==> config.mk <==
export PLATFORM = sky130hd
export DESIGN_NAME = sarc_alarm_ctrl
export DESIGN_NICKNAME = d
export VERILOG_FILES = /design/src/sarc_pkg.sv /design/src/sarc_alarm_ctrl.sv
export SDC_FILE = /design/constraint.sdc
export NUM_CORES = 1
export LEC_CHECK = 0
export ABC_AREA = 1
export BUFFER_PORTS_ARGS = -buffer_cell sky130_fd_sc_hd__buf_2
export CAP_MARGIN = 20
export CORE_ASPECT_RATIO = 1.75
export CORE_MARGIN = 4
export CORE_UTILIZATION = 56
export DETAILED_ROUTE_END_ITERATION = 8
export HOLD_SLACK_MARGIN = 0.08
export MAX_ROUTING_LAYER = met4
export PLACE_DENSITY = 0.85
export SLEW_MARGIN = 10
export SYNTH_ARGS = -nofsm -noshare
export SYNTH_HDL_FRONTEND = slang
export SYNTH_SLANG_ARGS = --single-unit
==> constraint.sdc <==
create_clock -name pclk -period 3.1 [get_ports pclk]
set_input_delay 0.31 -clock pclk [delete_from_list [all_inputs] [get_ports pclk]]
set_output_delay 0.31 -clock pclk [all_outputs]
set_load 0.005 [all_outputs]
==> src/sarc_pkg.sv <==
package sarc_pkg;

  // Register byte offsets
  localparam logic [7:0] OFF_STATUS = 8'h00;
  localparam logic [7:0] OFF_MASK = 8'h04;
  localparam logic [7:0] OFF_CRIT = 8'h08;
  localparam logic [7:0] OFF_CAUSE = 8'h0c;
  localparam logic [7:0] OFF_WDT_LOAD = 8'h10;
  localparam logic [7:0] OFF_WDT_KICK = 8'h14;
  localparam logic [7:0] OFF_CHKPT = 8'h18;
  localparam logic [7:0] OFF_CHKPT_EXP = 8'h1c;
  localparam logic [7:0] OFF_SELFTEST = 8'h20;
  localparam logic [7:0] OFF_ROM_REF = 8'h24;
  localparam logic [7:0] OFF_MMU_PERM = 8'h28;
  localparam logic [7:0] OFF_CTRL = 8'h2c;

  // Alarm event bit positions
  localparam int EV_W = 12;
  localparam int EV_MEM = 0;
  localparam int EV_ROM = 1;
  localparam int EV_NVM_UNC = 2;
  localparam int EV_ROM_SUM = 3;
  localparam int EV_CPU_CMP = 4;
  localparam int EV_SENSOR = 5;
  localparam int EV_ILL_OP = 6;
  localparam int EV_BUS_HS = 7;
  localparam int EV_WDT = 8;
  localparam int EV_CHKPT = 9;
  localparam int EV_CIPHER = 10;
  localparam int EV_MMU = 11;

  // Reset values
  localparam logic [EV_W-1:0] MASK_RST = 12'h000;
  localparam logic [EV_W-1:0] CRIT_RST = 12'hc7f;
  localparam logic [EV_W-1:0] CRIT_FORCED = 12'h070;
  localparam logic [31:0] WDT_LOAD_RST = 32'h000f_ffff;
  localparam logic [31:0] ROM_REF_RST = 32'h0000_0000;
  localparam logic [13:0] MMU_PERM_RST = 14'h0003;
  localparam logic [1:0] CTRL_RST = 2'h2;
  localparam int CTRL_WDT_EN = 0;
  localparam int CTRL_HS_EN = 1;

  // Cycle, word and level counts
  localparam int HS_TIMEOUT = 16;
  localparam int FILL_DEPTH = 64;
  localparam int PRIV_LEVELS = 7;

  typedef enum logic [2:0] {
    SARC_RUN = 3'b001,
    SARC_WIPE = 3'b010,
    SARC_HOLD = 3'b100
  } sarc_state_t;

  typedef struct packed {
    logic valid;
    logic ram_err;
    logic rom_err;
    logic path_err;
  } sarc_mem_chk_t;

  typedef struct packed {
    logic valid;
    logic mbe;
    logic [31:0] flip;
    logic [31:0] data;
  } sarc_nvm_rd_t;

  typedef struct packed {
    logic valid;
    logic last;
    logic [31:0] data;
  } sarc_rom_scan_t;

  typedef struct packed {
    logic valid;
    logic [31:0] a;
    logic [31:0] b;
  } sarc_pair_t;

  typedef struct packed {
    logic valid;
    logic write;
    logic [2:0] level;
  } sarc_mmu_req_t;

endpackage : sarc_pkg

==> src/sarc_alarm_ctrl.sv <==
`timescale 1ns/1ns
// Behaviour
// RL1 - Every RAM, ROM, NVM, encryption and translation access is checked; failures flagged.
// RL2 - Single-bit NVM read errors are corrected and returned without an alarm.
// RL3 - A check value over whole ROM is recomputed and compared to reference.
// RL4 - Both processor halves compute the same task; results compared at completion.
// RL5 - Result mismatch is recorded and starts the secure reset sequence.
// RL6 - Any attack sensor halts processing at once and enters security reset.
// RL7 - Security reset returns both cipher coprocessors to reset values immediately.
// RL8 - Security reset overwrites all key registers with default contents.
// RL9 - Security reset fills coprocessor memories with random source values.
// RL10 - Illegal opcode detection triggers a security reset.
// RL11 - Bus handshakes are monitored; incomplete or stray handshake raises an alarm.
// RL12 - Watchdog timer and program-flow checkpoint register are provided.
// RL13 - Cipher results are checked by backward calculation; mismatch flagged.
// RL14 - Software may start an alarm-source self-test at any time.
// RL15 - Uncorrectable errors alarm; critical ones force security alarm and reset.
// RL16 - Reset during NVM programming requests rollback and a power-on restart.
// RL17 - Seven privilege levels each get software-set read and write rights.
// RL18 - Any single critical source starts reset, held until clearing finishes.
// RL19 - Cause of last security reset is latched, survives it, readable.
module sarc_alarm_ctrl #(
  parameter int SENSORS = 4,
  parameter int HS_LIMIT = sarc_pkg::HS_TIMEOUT,
  parameter int FILL_WORDS = sarc_pkg::FILL_DEPTH
) (
  input wire logic pclk,
  input wire logic presetn,
  input wire logic clk_en,
  input wire logic psel,
  input wire logic penable,
  input wire logic pwrite,
  input wire logic [7:0] paddr,
  input wire logic [31:0] pwdata,
  output logic [31:0] prdata,
  output logic pready,
  output logic pslverr,
  input wire sarc_pkg::sarc_mem_chk_t mem_chk,
  input wire sarc_pkg::sarc_nvm_rd_t nvm_rd,
  output logic [31:0] nvm_fix_data,
  output logic nvm_fix_valid,
  input wire sarc_pkg::sarc_rom_scan_t rom_scan,
  input wire sarc_pkg::sarc_pair_t cpu_res,
  input wire logic [SENSORS-1:0] sensor_alarm_n,
  input wire logic illegal_op,
  input wire logic bus_req,
  input wire logic bus_ack,
  input wire sarc_pkg::sarc_pair_t cipher_chk,
  input wire sarc_pkg::sarc_mmu_req_t mmu_req,
  output logic mmu_deny,
  input wire logic nvm_prog_busy,
  output logic nvm_prog_abort,
  output logic por_req,
  input wire logic [31:0] rnd_data,
  output logic sec_rst,
  output logic key_clr,
  output logic fill_we,
  output logic [$clog2(FILL_WORDS)-1:0] fill_addr,
  output logic [31:0] fill_data,
  output logic irq
);

  localparam int AW = $clog2(FILL_WORDS);
  localparam logic [AW-1:0] FILL_LAST = AW'(FILL_WORDS - 1);
  localparam logic [7:0] HS_LAST = 8'(HS_LIMIT - 1);

  // MMU rights: bit 2L reads, bit 2L+1 writes
  function automatic logic perm_ok(input logic [13:0] perm,
                                   input sarc_pkg::sarc_mmu_req_t r);
    logic ok;
    ok = 1'b0;
    if (r.level < 3'(sarc_pkg::PRIV_LEVELS)) begin
      ok = perm[{r.level, r.write}];
    end
    return ok;
  endfunction : perm_ok

  sarc_pkg::sarc_state_t state_reg;
  logic [sarc_pkg::EV_W-1:0] status_reg;
  logic [sarc_pkg::EV_W-1:0] mask_reg;
  logic [sarc_pkg::EV_W-1:0] crit_reg;
  logic [sarc_pkg::EV_W-1:0] cause_reg;
  logic [sarc_pkg::EV_W-1:0] st_req_reg;
  logic [sarc_pkg::EV_W-1:0] st_seen_reg;
  logic [sarc_pkg::EV_W-1:0] inject_reg;
  logic st_done_reg;
  logic [31:0] wdt_load_reg;
  logic [31:0] wdt_cnt_reg;
  logic [31:0] chk_sig_reg;
  logic [31:0] rom_ref_reg;
  logic [31:0] rom_acc_reg;
  logic [13:0] mmu_perm_reg;
  logic [1:0] ctrl_reg;
  logic [7:0] hs_cnt_reg;
  logic [SENSORS-1:0] s1_reg;
  logic [SENSORS-1:0] s2_reg;
  logic [SENSORS-1:0] s3_reg;
  logic [SENSORS-1:0] sens_reg;
  logic prog_torn_reg;
  logic [sarc_pkg::EV_W-1:0] ev;
  logic [sarc_pkg::EV_W-1:0] ev_all;
  logic [sarc_pkg::EV_W-1:0] crit;
  logic [31:0] rom_next;
  logic wr_en;
  logic rd_hit;
  logic [31:0] rd_val;
  logic nvm_multi;
  logic wdt_kick;
  logic chk_exp_wr;

  // APB access decode; write takes effect at the completing edge
  assign wr_en = psel & penable & pready & pwrite;
  assign wdt_kick = wr_en & (paddr == sarc_pkg::OFF_WDT_KICK);
  assign chk_exp_wr = wr_en & (paddr == sarc_pkg::OFF_CHKPT_EXP);
  assign nvm_multi = nvm_rd.mbe | |(nvm_rd.flip & (nvm_rd.flip - 32'h1));
  assign rom_next = {rom_acc_reg[30:0], rom_acc_reg[31]} ^ rom_scan.data;

  // Event collection from all alarm sources
  always_comb begin
    ev = '0;
    ev[sarc_pkg::EV_MEM] = mem_chk.valid &
                           (mem_chk.ram_err | mem_chk.path_err); // RL1
    ev[sarc_pkg::EV_ROM] = mem_chk.valid & mem_chk.rom_err; // RL1
    ev[sarc_pkg::EV_NVM_UNC] = nvm_rd.valid & nvm_multi; // RL15
    ev[sarc_pkg::EV_ROM_SUM] = rom_scan.valid & rom_scan.last &
                               (rom_next != rom_ref_reg); // RL3
    ev[sarc_pkg::EV_CPU_CMP] = cpu_res.valid &
                               (cpu_res.a != cpu_res.b); // RL4
    ev[sarc_pkg::EV_SENSOR] = |sens_reg; // RL6
    ev[sarc_pkg::EV_ILL_OP] = illegal_op; // RL10
    ev[sarc_pkg::EV_BUS_HS] = ctrl_reg[sarc_pkg::CTRL_HS_EN] &
      ((bus_req & ~bus_ack & hs_cnt_reg == HS_LAST) |
       (bus_ack & ~bus_req)); // RL11
    ev[sarc_pkg::EV_WDT] = ctrl_reg[sarc_pkg::CTRL_WDT_EN] &
                           (wdt_cnt_reg == 32'h0) & ~wdt_kick; // RL12
    ev[sarc_pkg::EV_CHKPT] = chk_exp_wr & (pwdata != chk_sig_reg); // RL12
    ev[sarc_pkg::EV_CIPHER] = cipher_chk.valid &
                              (cipher_chk.a != cipher_chk.b); // RL13
    ev[sarc_pkg::EV_MMU] = mmu_req.valid &
                           ~perm_ok(mmu_perm_reg, mmu_req); // RL17
  end

  // Self-test injects reach status and the self-test result only; critical path sees real events
  assign ev_all = ev | inject_reg; // RL14
  assign crit = ev & (crit_reg | sarc_pkg::CRIT_FORCED); // RL15 RL18

  // Attack sensor synchroniser, change accepted when stages 2 and 3 agree
  always_ff @(posedge pclk or negedge presetn) begin
    if (!presetn) begin
      s1_reg <= '1;
      s2_reg <= '1;
      s3_reg <= '1;
      sens_reg <= '0;
    end else if (clk_en) begin
      s1_reg <= sensor_alarm_n;
      s2_reg <= s1_reg;
      s3_reg <= s2_reg;
      for (int i = 0; i < SENSORS; i++) begin
        if (s2_reg[i] == s3_reg[i]) begin
          sens_reg[i] <= ~s3_reg[i];
        end
      end
    end
  end

  // APB slave response, one wait-free access phase
  always_comb begin
    rd_hit = 1'b1;
    rd_val = 32'h0;
    case (paddr)
      sarc_pkg::OFF_STATUS: rd_val = 32'(status_reg);
      sarc_pkg::OFF_MASK: rd_val = 32'(mask_reg);
      sarc_pkg::OFF_CRIT: rd_val = 32'(crit_reg);
      sarc_pkg::OFF_CAUSE: rd_val = 32'(cause_reg);
      sarc_pkg::OFF_WDT_LOAD: rd_val = wdt_load_reg;
      sarc_pkg::OFF_WDT_KICK: rd_val = wdt_cnt_reg;
      sarc_pkg::OFF_CHKPT: rd_val = chk_sig_reg;
      sarc_pkg::OFF_CHKPT_EXP: rd_val = 32'h0;
      sarc_pkg::OFF_SELFTEST: rd_val = {st_done_reg, 19'h0, st_seen_reg};
      sarc_pkg::OFF_ROM_REF: rd_val = rom_ref_reg;
      sarc_pkg::OFF_MMU_PERM: rd_val = 32'(mmu_perm_reg);
      sarc_pkg::OFF_CTRL: rd_val = 32'(ctrl_reg);
      default: rd_hit = 1'b0;
    endcase
  end

  always_ff @(posedge pclk or negedge presetn) begin
    if (!presetn) begin
      pready <= 1'b0;
      pslverr <= 1'b0;
      prdata <= 32'h0;
    end else if (clk_en) begin
      pready <= psel & ~penable & ~pready;
      pslverr <= psel & ~penable & ~rd_hit;
      prdata <= (psel & ~penable & ~pwrite) ? rd_val : 32'h0;
    end
  end

  // Software configuration registers
  always_ff @(posedge pclk or negedge presetn) begin
    if (!presetn) begin
      mask_reg <= sarc_pkg::MASK_RST;
      crit_reg <= sarc_pkg::CRIT_RST;
      wdt_load_reg <= sarc_pkg::WDT_LOAD_RST;
      rom_ref_reg <= sarc_pkg::ROM_REF_RST;
      mmu_perm_reg <= sarc_pkg::MMU_PERM_RST;
      ctrl_reg <= sarc_pkg::CTRL_RST;
    end else if (clk_en && wr_en) begin
      case (paddr)
        sarc_pkg::OFF_MASK: mask_reg <= pwdata[sarc_pkg::EV_W-1:0];
        sarc_pkg::OFF_CRIT: crit_reg <= pwdata[sarc_pkg::EV_W-1:0]; // RL15
        sarc_pkg::OFF_WDT_LOAD: wdt_load_reg <= pwdata;
        sarc_pkg::OFF_ROM_REF: rom_ref_reg <= pwdata; // RL3
        sarc_pkg::OFF_MMU_PERM: mmu_perm_reg <= pwdata[13:0]; // RL17
        sarc_pkg::OFF_CTRL: ctrl_reg <= pwdata[1:0];
        default: ;
      endcase
    end
  end

  // Sticky status, write one to clear, a new event wins over the clear
  always_ff @(posedge pclk or negedge presetn) begin
    if (!presetn) begin
      status_reg <= '0;
      irq <= 1'b0;
    end else if (clk_en) begin
      if (wr_en && paddr == sarc_pkg::OFF_STATUS) begin
        status_reg <= (status_reg & ~pwdata[sarc_pkg::EV_W-1:0]) | ev_all;
      end else begin
        status_reg <= status_reg | ev_all;
      end
      irq <= |(status_reg & mask_reg);
    end
  end

  // Self-test: a write injects the chosen sources for one cycle
  always_ff @(posedge pclk or negedge presetn) begin
    if (!presetn) begin
      inject_reg <= '0;
      st_req_reg <= '0;
      st_seen_reg <= '0;
      st_done_reg <= 1'b0;
    end else if (clk_en) begin
      if (wr_en && paddr == sarc_pkg::OFF_SELFTEST) begin
        inject_reg <= pwdata[sarc_pkg::EV_W-1:0]; // RL14
        st_req_reg <= pwdata[sarc_pkg::EV_W-1:0];
        st_seen_reg <= '0;
        st_done_reg <= 1'b0;
      end else begin
        inject_reg <= '0;
        if (|inject_reg) begin
          st_seen_reg <= ev_all & st_req_reg; // RL14
          st_done_reg <= 1'b1;
        end
      end
    end
  end

  // NVM read correction of a single flipped bit
  always_ff @(posedge pclk or negedge presetn) begin
    if (!presetn) begin
      nvm_fix_data <= 32'h0;
      nvm_fix_valid <= 1'b0;
    end else if (clk_en) begin
      nvm_fix_valid <= nvm_rd.valid & ~nvm_multi;
      nvm_fix_data <= nvm_rd.data ^ nvm_rd.flip; // RL2
    end
  end

  // ROM check value accumulator, restarted after each last word
  always_ff @(posedge pclk or negedge presetn) begin
    if (!presetn) begin
      rom_acc_reg <= 32'h0;
    end else if (clk_en && rom_scan.valid) begin
      rom_acc_reg <= rom_scan.last ? 32'h0 : rom_next; // RL3
    end
  end

  // Handshake monitor counts cycles a request waits for its ack
  always_ff @(posedge pclk or negedge presetn) begin
    if (!presetn) begin
      hs_cnt_reg <= 8'h0;
    end else if (clk_en) begin
      if (!bus_req || bus_ack || hs_cnt_reg == HS_LAST) begin
        hs_cnt_reg <= 8'h0;
      end else begin
        hs_cnt_reg <= hs_cnt_reg + 8'h1; // RL11
      end
    end
  end

  // Watchdog down-counter, reloaded by a kick or on expiry
  always_ff @(posedge pclk or negedge presetn) begin
    if (!presetn) begin
      wdt_cnt_reg <= sarc_pkg::WDT_LOAD_RST;
    end else if (clk_en) begin
      if (wdt_kick || !ctrl_reg[sarc_pkg::CTRL_WDT_EN] ||
          wdt_cnt_reg == 32'h0) begin
        wdt_cnt_reg <= wdt_load_reg; // RL12
      end else begin
        wdt_cnt_reg <= wdt_cnt_reg - 32'h1;
      end
    end
  end

  // Program-flow signature, folded by each checkpoint write
  always_ff @(posedge pclk or negedge presetn) begin
    if (!presetn) begin
      chk_sig_reg <= 32'h0;
    end else if (clk_en && wr_en) begin
      if (paddr == sarc_pkg::OFF_CHKPT) begin
        chk_sig_reg <= {chk_sig_reg[30:0], chk_sig_reg[31]} ^ pwdata; // RL12
      end else if (paddr == sarc_pkg::OFF_CHKPT_EXP) begin
        chk_sig_reg <= 32'h0;
      end
    end
  end

  // MMU access verdict
  always_ff @(posedge pclk or negedge presetn) begin
    if (!presetn) begin
      mmu_deny <= 1'b0;
    end else if (clk_en) begin
      mmu_deny <= ev[sarc_pkg::EV_MMU]; // RL17
    end
  end

  // Cause of last security reset; only the power-on reset clears it
  always_ff @(posedge pclk or negedge presetn) begin
    if (!presetn) begin
      cause_reg <= '0;
    end else if (clk_en && state_reg == sarc_pkg::SARC_RUN && |crit) begin
      cause_reg <= crit; // RL19
    end
  end

  // Security reset sequence: wipe keys, fill memories, then release
  always_ff @(posedge pclk or negedge presetn) begin
    if (!presetn) begin
      state_reg <= sarc_pkg::SARC_RUN;
      sec_rst <= 1'b0;
      key_clr <= 1'b0;
      fill_we <= 1'b0;
      fill_addr <= '0;
      fill_data <= 32'h0;
    end else if (clk_en) begin
      case (state_reg)
        sarc_pkg::SARC_RUN: begin
          if (|crit) begin
            state_reg <= sarc_pkg::SARC_WIPE; // RL5 RL6 RL10 RL18
            sec_rst <= 1'b1; // RL7
            key_clr <= 1'b1; // RL8
            fill_we <= 1'b1;
            fill_addr <= '0;
            fill_data <= rnd_data; // RL9
          end
        end
        sarc_pkg::SARC_WIPE: begin
          fill_data <= rnd_data; // RL9
          if (fill_addr == FILL_LAST) begin
            state_reg <= sarc_pkg::SARC_HOLD;
            fill_we <= 1'b0;
            key_clr <= 1'b0;
          end else begin
            fill_addr <= fill_addr + AW'(1);
          end
        end
        sarc_pkg::SARC_HOLD: begin
          state_reg <= sarc_pkg::SARC_RUN;
          sec_rst <= 1'b0; // RL18
        end
        default: begin
          state_reg <= sarc_pkg::SARC_RUN;
          sec_rst <= 1'b0;
        end
      endcase
    end
  end

  // Torn NVM programming: roll back and restart through power-on
  always_ff @(posedge pclk or negedge presetn) begin
    if (!presetn) begin
      prog_torn_reg <= 1'b0;
      nvm_prog_abort <= 1'b0;
      por_req <= 1'b0;
    end else if (clk_en) begin
      nvm_prog_abort <= 1'b0;
      por_req <= 1'b0;
      if (state_reg == sarc_pkg::SARC_RUN && |crit && nvm_prog_busy) begin
        prog_torn_reg <= 1'b1;
        nvm_prog_abort <= 1'b1; // RL16
      end else if (state_reg == sarc_pkg::SARC_HOLD && prog_torn_reg) begin
        prog_torn_reg <= 1'b0;
        por_req <= 1'b1; // RL16
      end
    end
  end

endmodule : sarc_alarm_ctrl

; After elaboration in Yosys (flattened, before gate mapping)
; Index checks and enable logic that the tools add are counted.
[word_totals]
elab_cells = 205
reg_bits = 400
out_inout_bits = 112
in_bits = 325
[op_classes]
bitwise = 54
order_cmp = 2
muxes = 34
n_addsub = 4
n_reduce_logical = 46
eq_ne = 27
[ops]
columns = operator, n
row1 = $pmux W32 S11, 1
row2 = $mux W32, 6
row3 = $ne A32 B32 Y1, 4
row4 = $xor A32 B32 Y32, 3
row5 = $pmux W32 S2, 1
row6 = $sub A32 B1 Y32 const B, 2
row7 = $and A12 B12 Y12, 4
row8 = $mux W12, 4
row9 = $reduce_or A12 Y1, 4
row10 = $or A12 B12 Y12, 3
row11 = $and A32 B32 Y32, 1
row12 = $eq A8 B5 Y1 const B, 4
row13 = $eq A8 B6 Y1 const B, 4
row14 = $logic_not A32 Y1, 1
row15 = $reduce_or A32 Y1, 1
row16 = $reduce_and A2 Y1, 14
row17 = $and A1 B1 Y1, 25
row18 = $eq A8 B4 Y1 const B, 3
row19 = $not A1 Y1, 14
row20 = $mux W1, 12
row21 = $mux W6, 2
row22 = $not A12 Y12, 1
row23 = $pmux W6 S2, 1
row24 = $logic_and A1 B1 Y1, 9
row25 = other kinds (25), 43

; Longest topological paths before layout
[logic_depth]
ltp_word = 12
depth_mapped = 19
mapped_depth_nobuf = 18

; Worst setup path before layout
; Ideal clock, no wire load.
[synth_timing]
kind = flip-flop to flip-flop
start = register wdt_cnt_reg[0]
end = register wdt_cnt_reg[27]
n_path_buf = 1
arrival_time_ps = 2038
path_slack_ps = 932
path_stages_with_launch = 14
path_cell_list = dfstp_2 > inv_1 > ha_1 > nand2_1 > nor2_2 > nand3_1 > nor2_2 > nor2_2 > inv_1 > clkbuf_1 > a21oi_1 > o21ai_0 > o211ai_1 > o21ai_0
[synth_via]
elab_chain_len = 3
[synth_lines]
columns = item, line_no
row1 = "start, declared", sarc_alarm_ctrl.sv:88  ; logic [31:0] wdt_cnt_reg;
row2 = "start signal, assigned", sarc_alarm_ctrl.sv:295  ; wdt_cnt_reg <= sarc_pkg::WDT_LOAD_RST;
row3 = "start signal, assigned", sarc_alarm_ctrl.sv:299  ; wdt_cnt_reg <= wdt_load_reg;
row4 = "start signal, assigned", sarc_alarm_ctrl.sv:301  ; wdt_cnt_reg <= wdt_cnt_reg - 32'h1;
row5 = "parallel branches: the longest is 2 deep, another holds $sub A32 B1 Y32", -
row6 = $mux W32 *, sarc_alarm_ctrl.sv:297  ; if (wdt_kick || !ctrl_reg[sarc_pkg::CTRL_WDT_EN] ||
; Mark *: on every way between the ends.
; A chain may end at the register's enable or synchronous reset.

; Worst setup path in the final report
[layout_timing]
start = register wdt_cnt_reg[1]
end = register fill_data[0]
[layout_via]
elab_chain_len = 7
[layout_lines]
columns = item, line_no
row1 = $logic_not A32 Y1, sarc_alarm_ctrl.sv:135  ; (wdt_cnt_reg == 32'h0) & ~wdt_kick;
row2 = $and A1 B1 Y1, sarc_alarm_ctrl.sv:134  ; ev[sarc_pkg::EV_WDT] = ctrl_reg[sarc_pkg::CTRL_WDT_EN] &
row3 = $and A1 B1 Y1, sarc_alarm_ctrl.sv:135
row4 = $and A12 B12 Y12, sarc_alarm_ctrl.sv:145  ; assign crit = ev & (crit_reg | sarc_pkg::CRIT_FORCED);
row5 = $reduce_or A12 Y1, sarc_alarm_ctrl.sv:349  ; if (|crit) begin
row6 = $ne A2 B1 Y1 (no line), -
row7 = $reduce_and A3 Y1 (no line), -
row8 = "end signal, assigned", sarc_alarm_ctrl.sv:355  ; fill_data <= rnd_data;
row9 = "end signal, assigned", sarc_alarm_ctrl.sv:359  ; fill_data <= rnd_data;
row10 = "end, declared", sarc_alarm_ctrl.sv:59  ; output logic [31:0] fill_data,
; No other way between the ends.

==> metrics <==
run status=completed; most used flip-flop cell after synthesis=sky130_fd_sc_hd__dfrtp_1; worst r2r path cells=17; Compound-Gate Fraction of Synth Area=0.143; critical path startpoint=wdt_cnt_reg[1]; upper clock frequency limit=0.362 GHz; Worst Path Max Fanout=32; arrival time at the worst endpoint=3180 ps; final weighted congestion of routability-driven global placement=1.09; starting density of the core=0.567; end point of the critical path=fill_data[0]; Tcrit/Tclk final=0.892; global-route wire length before repair=124 mm; final worst hold slack=85.8 ps; endpoint of the worst-slack reg-to-reg timing path=fill_data[0]; detailed-routing iteration count for the pre-antenna-repair pass=8; max-capacitance violation count=0; area leader, netlist=sky130_fd_sc_hd__dfrtp_1; FP Rows=94; Worst Setup Slack post-DPL=401 ps; worst slew slack as a fraction of its limit=0.515; Synth warnings=0; data required time at the worst endpoint=3520 ps; number of synthesized register bits=400; Cell Pwr Density=514 nW/µm²; flop2flop setup slack=340 ps; final core utilization=0.700; Die Ht=267 µm; Via Count=21,851; type of destination of the critical path=flip-flop; area of combinational cells with multiple inputs=9880 µm²; Worst Skew=25.8 ps; Setup Viol. Count Final=0; post-synthesis share of cell area spent on xor and xnor gates=0.0859; clk buf depth=3; quantity of gates resized following cts=0; post-synth net total=3,043; DR DRC count=0; antenna violations before repair=18; area of placed instances=24,300 µm²; TritonCTS clock tree=built; critical path class=reg2reg; half-perimeter wire length after detailed placement=61.6 mm; CTS root buffer=sky130_fd_sc_hd__clkbuf_16; fraction of registers with async set or reset after synthesis=1.00; start point of the worst hold path=pwdata[12]; fraction of synthesized area in multiplexers=0; number of cells in the finished layout apart from fillers=3,746; final global-route overflow total=0; IO Count=437; DRT antenna net count=0; cell area after synthesis=21,400 µm²; synthesized area per cell=7.89 µm²; Setup TNS Final=0 ps; number of enable-type register cells in the synthesized netlist=0; clock slew at reported path FFs=70 ps; vias per inst=5.83; post-synthesis to final-layout area growth=23.4%; layout cells sized above 1=0.206; smallest setup slack after layout=336 ps; Avg WL per Cell=21.9 µm; standby leakage power=12.6 nW; minimum clock period after layout=2760 ps; setup repair after global routing missed its margin=false; share of the synthesized area in the top cell type=0.392; Setup Buffers After CTS=0; pins over their slew limit=0; TritonCTS buffer count=39; floorplan core area=37,800 µm²; transition at the pin with the smallest max-transition slack=721 ps; fill cell total of the finished layout=2,978; sequential element share of the synthesized area=0.471; initial detailed-routing violation count=2,068; Tightest Hold Check Type=in2reg; maximum number of pins on one net before global-route repair=75; global-route usage over all layers=0.399; Die ar.=41,600 µm²; clock insertion delay at the later pin of the skew report=560 ps; main combinational cell family by area after synthesis=simple AND/OR/NAND/NOR gates; H-Tree Depth=2; number of cells in the design after placement=3,587; synthesized instance count=2,715; final wirelength=81.9 mm; post-route cell area=26,400 µm²; number of clock sinks=400; vias in the first global route=22,397; Max rail drop VDD=372 µV; post-synthesis adder-cell area fraction=0.00175; hold violation total from the final report=0; Cell variety after synth=49; synth top area cells=sky130_fd_sc_hd__dfrtp_1, sky130_fd_sc_hd__nand2_1, sky130_fd_sc_hd__dfstp_2; layout net count=3,549; cts hold-fix bufs=72; Final Total Pwr=13.6 mW; FF+latch area=10,100 µm²; simple-gate area share of the yosys netlist=0.231; startpoint type of the worst setup path=flip-flop; width of the chip=156 µm; Crit Reg-Reg Startpoint=wdt_cnt_reg[1]; number of input and output port buffers inserted=436
[cell type report]
class | instances | share of cell area
timing repair buffer | 571 | 0.132
antenna | 15 | 0.00142
clock buffer | 57 | 0.0426
multi-input combinational | 1946 | 0.374
tap | 480 | 0.0227
inverter | 263 | 0.0375
clock inverter | 14 | 0.00772
sequential | 400 | 0.382
[kinds of logic (layout without fill, tap and decap cells)]
| kind of cell | count (synthesis) | in the layout |
|---|---|---|
| buf+inv | 369 | 905 |
| flops | 400 | 400 |
| xor+xnor | 210 | 210 |
| fa+ha+maj | 3 | 3 |
| compound gates | 544 | 544 |
| simple gates | 1189 | 1189 |
| other cells | 0 | 15 |
[cell usage in the layout (no fill, tap or decap), types with 62 or more instances in the layout]
| master | count |
|---|---|
| sky130_fd_sc_hd__dfstp_2 | 65 |
| sky130_fd_sc_hd__xnor2_1 | 135 |
| sky130_fd_sc_hd__nand2_1 | 766 |
| sky130_fd_sc_hd__xor2_1 | 75 |
| sky130_fd_sc_hd__nand3_1 | 97 |
| sky130_fd_sc_hd__dlygate4sd3_1 | 73 |
| sky130_fd_sc_hd__dfrtp_1 | 335 |
| sky130_fd_sc_hd__buf_2 | 434 |
| sky130_fd_sc_hd__o22ai_1 | 62 |
| sky130_fd_sc_hd__o21ai_0 | 328 |
| sky130_fd_sc_hd__nor2_1 | 204 |
| sky130_fd_sc_hd__inv_1 | 251 |
[worst max-delay path: stages (launching register included)]
cell and delay [ps]:
sky130_fd_sc_hd__dfstp_2 380, sky130_fd_sc_hd__inv_1 90, sky130_fd_sc_hd__ha_1 260, sky130_fd_sc_hd__nand2_1 130
sky130_fd_sc_hd__nor2_2 240, sky130_fd_sc_hd__nand3_1 150, sky130_fd_sc_hd__nor2_2 150, sky130_fd_sc_hd__nand3_1 130
sky130_fd_sc_hd__nand3_1 90, sky130_fd_sc_hd__inv_1 40, sky130_fd_sc_hd__nand2_1 50, sky130_fd_sc_hd__inv_1 50
sky130_fd_sc_hd__nand2_1 90, sky130_fd_sc_hd__nor2_2 60, sky130_fd_sc_hd__nand3_4 100, sky130_fd_sc_hd__nand3_4 350
sky130_fd_sc_hd__nand2_1 190, sky130_fd_sc_hd__nand2_1 100
[where the power goes]
part           switching, mW  internal [mW]
logic                   1.48          0.993
clock network           2.09           2.95
registers              0.368           5.69
total                   3.94           9.64
[per-layer routing]
layer | up-vias | track usage | wire [µm]
met4 | 0 | 0.314 | 8150
met5 | - | - | 0
met1 | 10319 | 0.403 | 25800
met2 | 1253 | 0.685 | 41800
met3 | 398 | 0.0555 | 6120
li1 | 9881 | - | -
[synthesized netlist by cell type, types with 4 or more instances]
cell type	n
sky130_fd_sc_hd__nand3b_1	7
sky130_fd_sc_hd__nor2_1	205
sky130_fd_sc_hd__a221oi_1	42
sky130_fd_sc_hd__xor2_1	75
sky130_fd_sc_hd__clkbuf_1	78
sky130_fd_sc_hd__nand4_1	56
sky130_fd_sc_hd__buf_1	7
sky130_fd_sc_hd__o21ai_1	32
sky130_fd_sc_hd__a31oi_1	9
sky130_fd_sc_hd__o22ai_1	62
sky130_fd_sc_hd__a21oi_1	43
sky130_fd_sc_hd__o21ai_0	328
sky130_fd_sc_hd__dfstp_2	65
sky130_fd_sc_hd__dfrtp_1	335
sky130_fd_sc_hd__o211ai_1	8
sky130_fd_sc_hd__inv_1	252
sky130_fd_sc_hd__buf_2	14
sky130_fd_sc_hd__nor2_2	12
sky130_fd_sc_hd__a22o_1	4
sky130_fd_sc_hd__xnor2_1	135
sky130_fd_sc_hd__inv_2	8
sky130_fd_sc_hd__nor3_1	11
sky130_fd_sc_hd__nand3_1	97
sky130_fd_sc_hd__nand2_1	766
sky130_fd_sc_hd__or2_2	5
sky130_fd_sc_hd__nand2_2	12
[worst min-delay path by stage]
stage                                   to  cells after the start  slack (ps)
after floorplan               cause_reg[0]                      0          10
after CTS                  rom_ref_reg[26]                      3          80
final                     wdt_load_reg[12]                      3          90
after detailed placement      fill_data[4]                      1         340
after global placement       fill_data[23]                      1         330
after global routing       nvm_fix_data[4]                      3         100
Power figures use the tool's default switching activity.
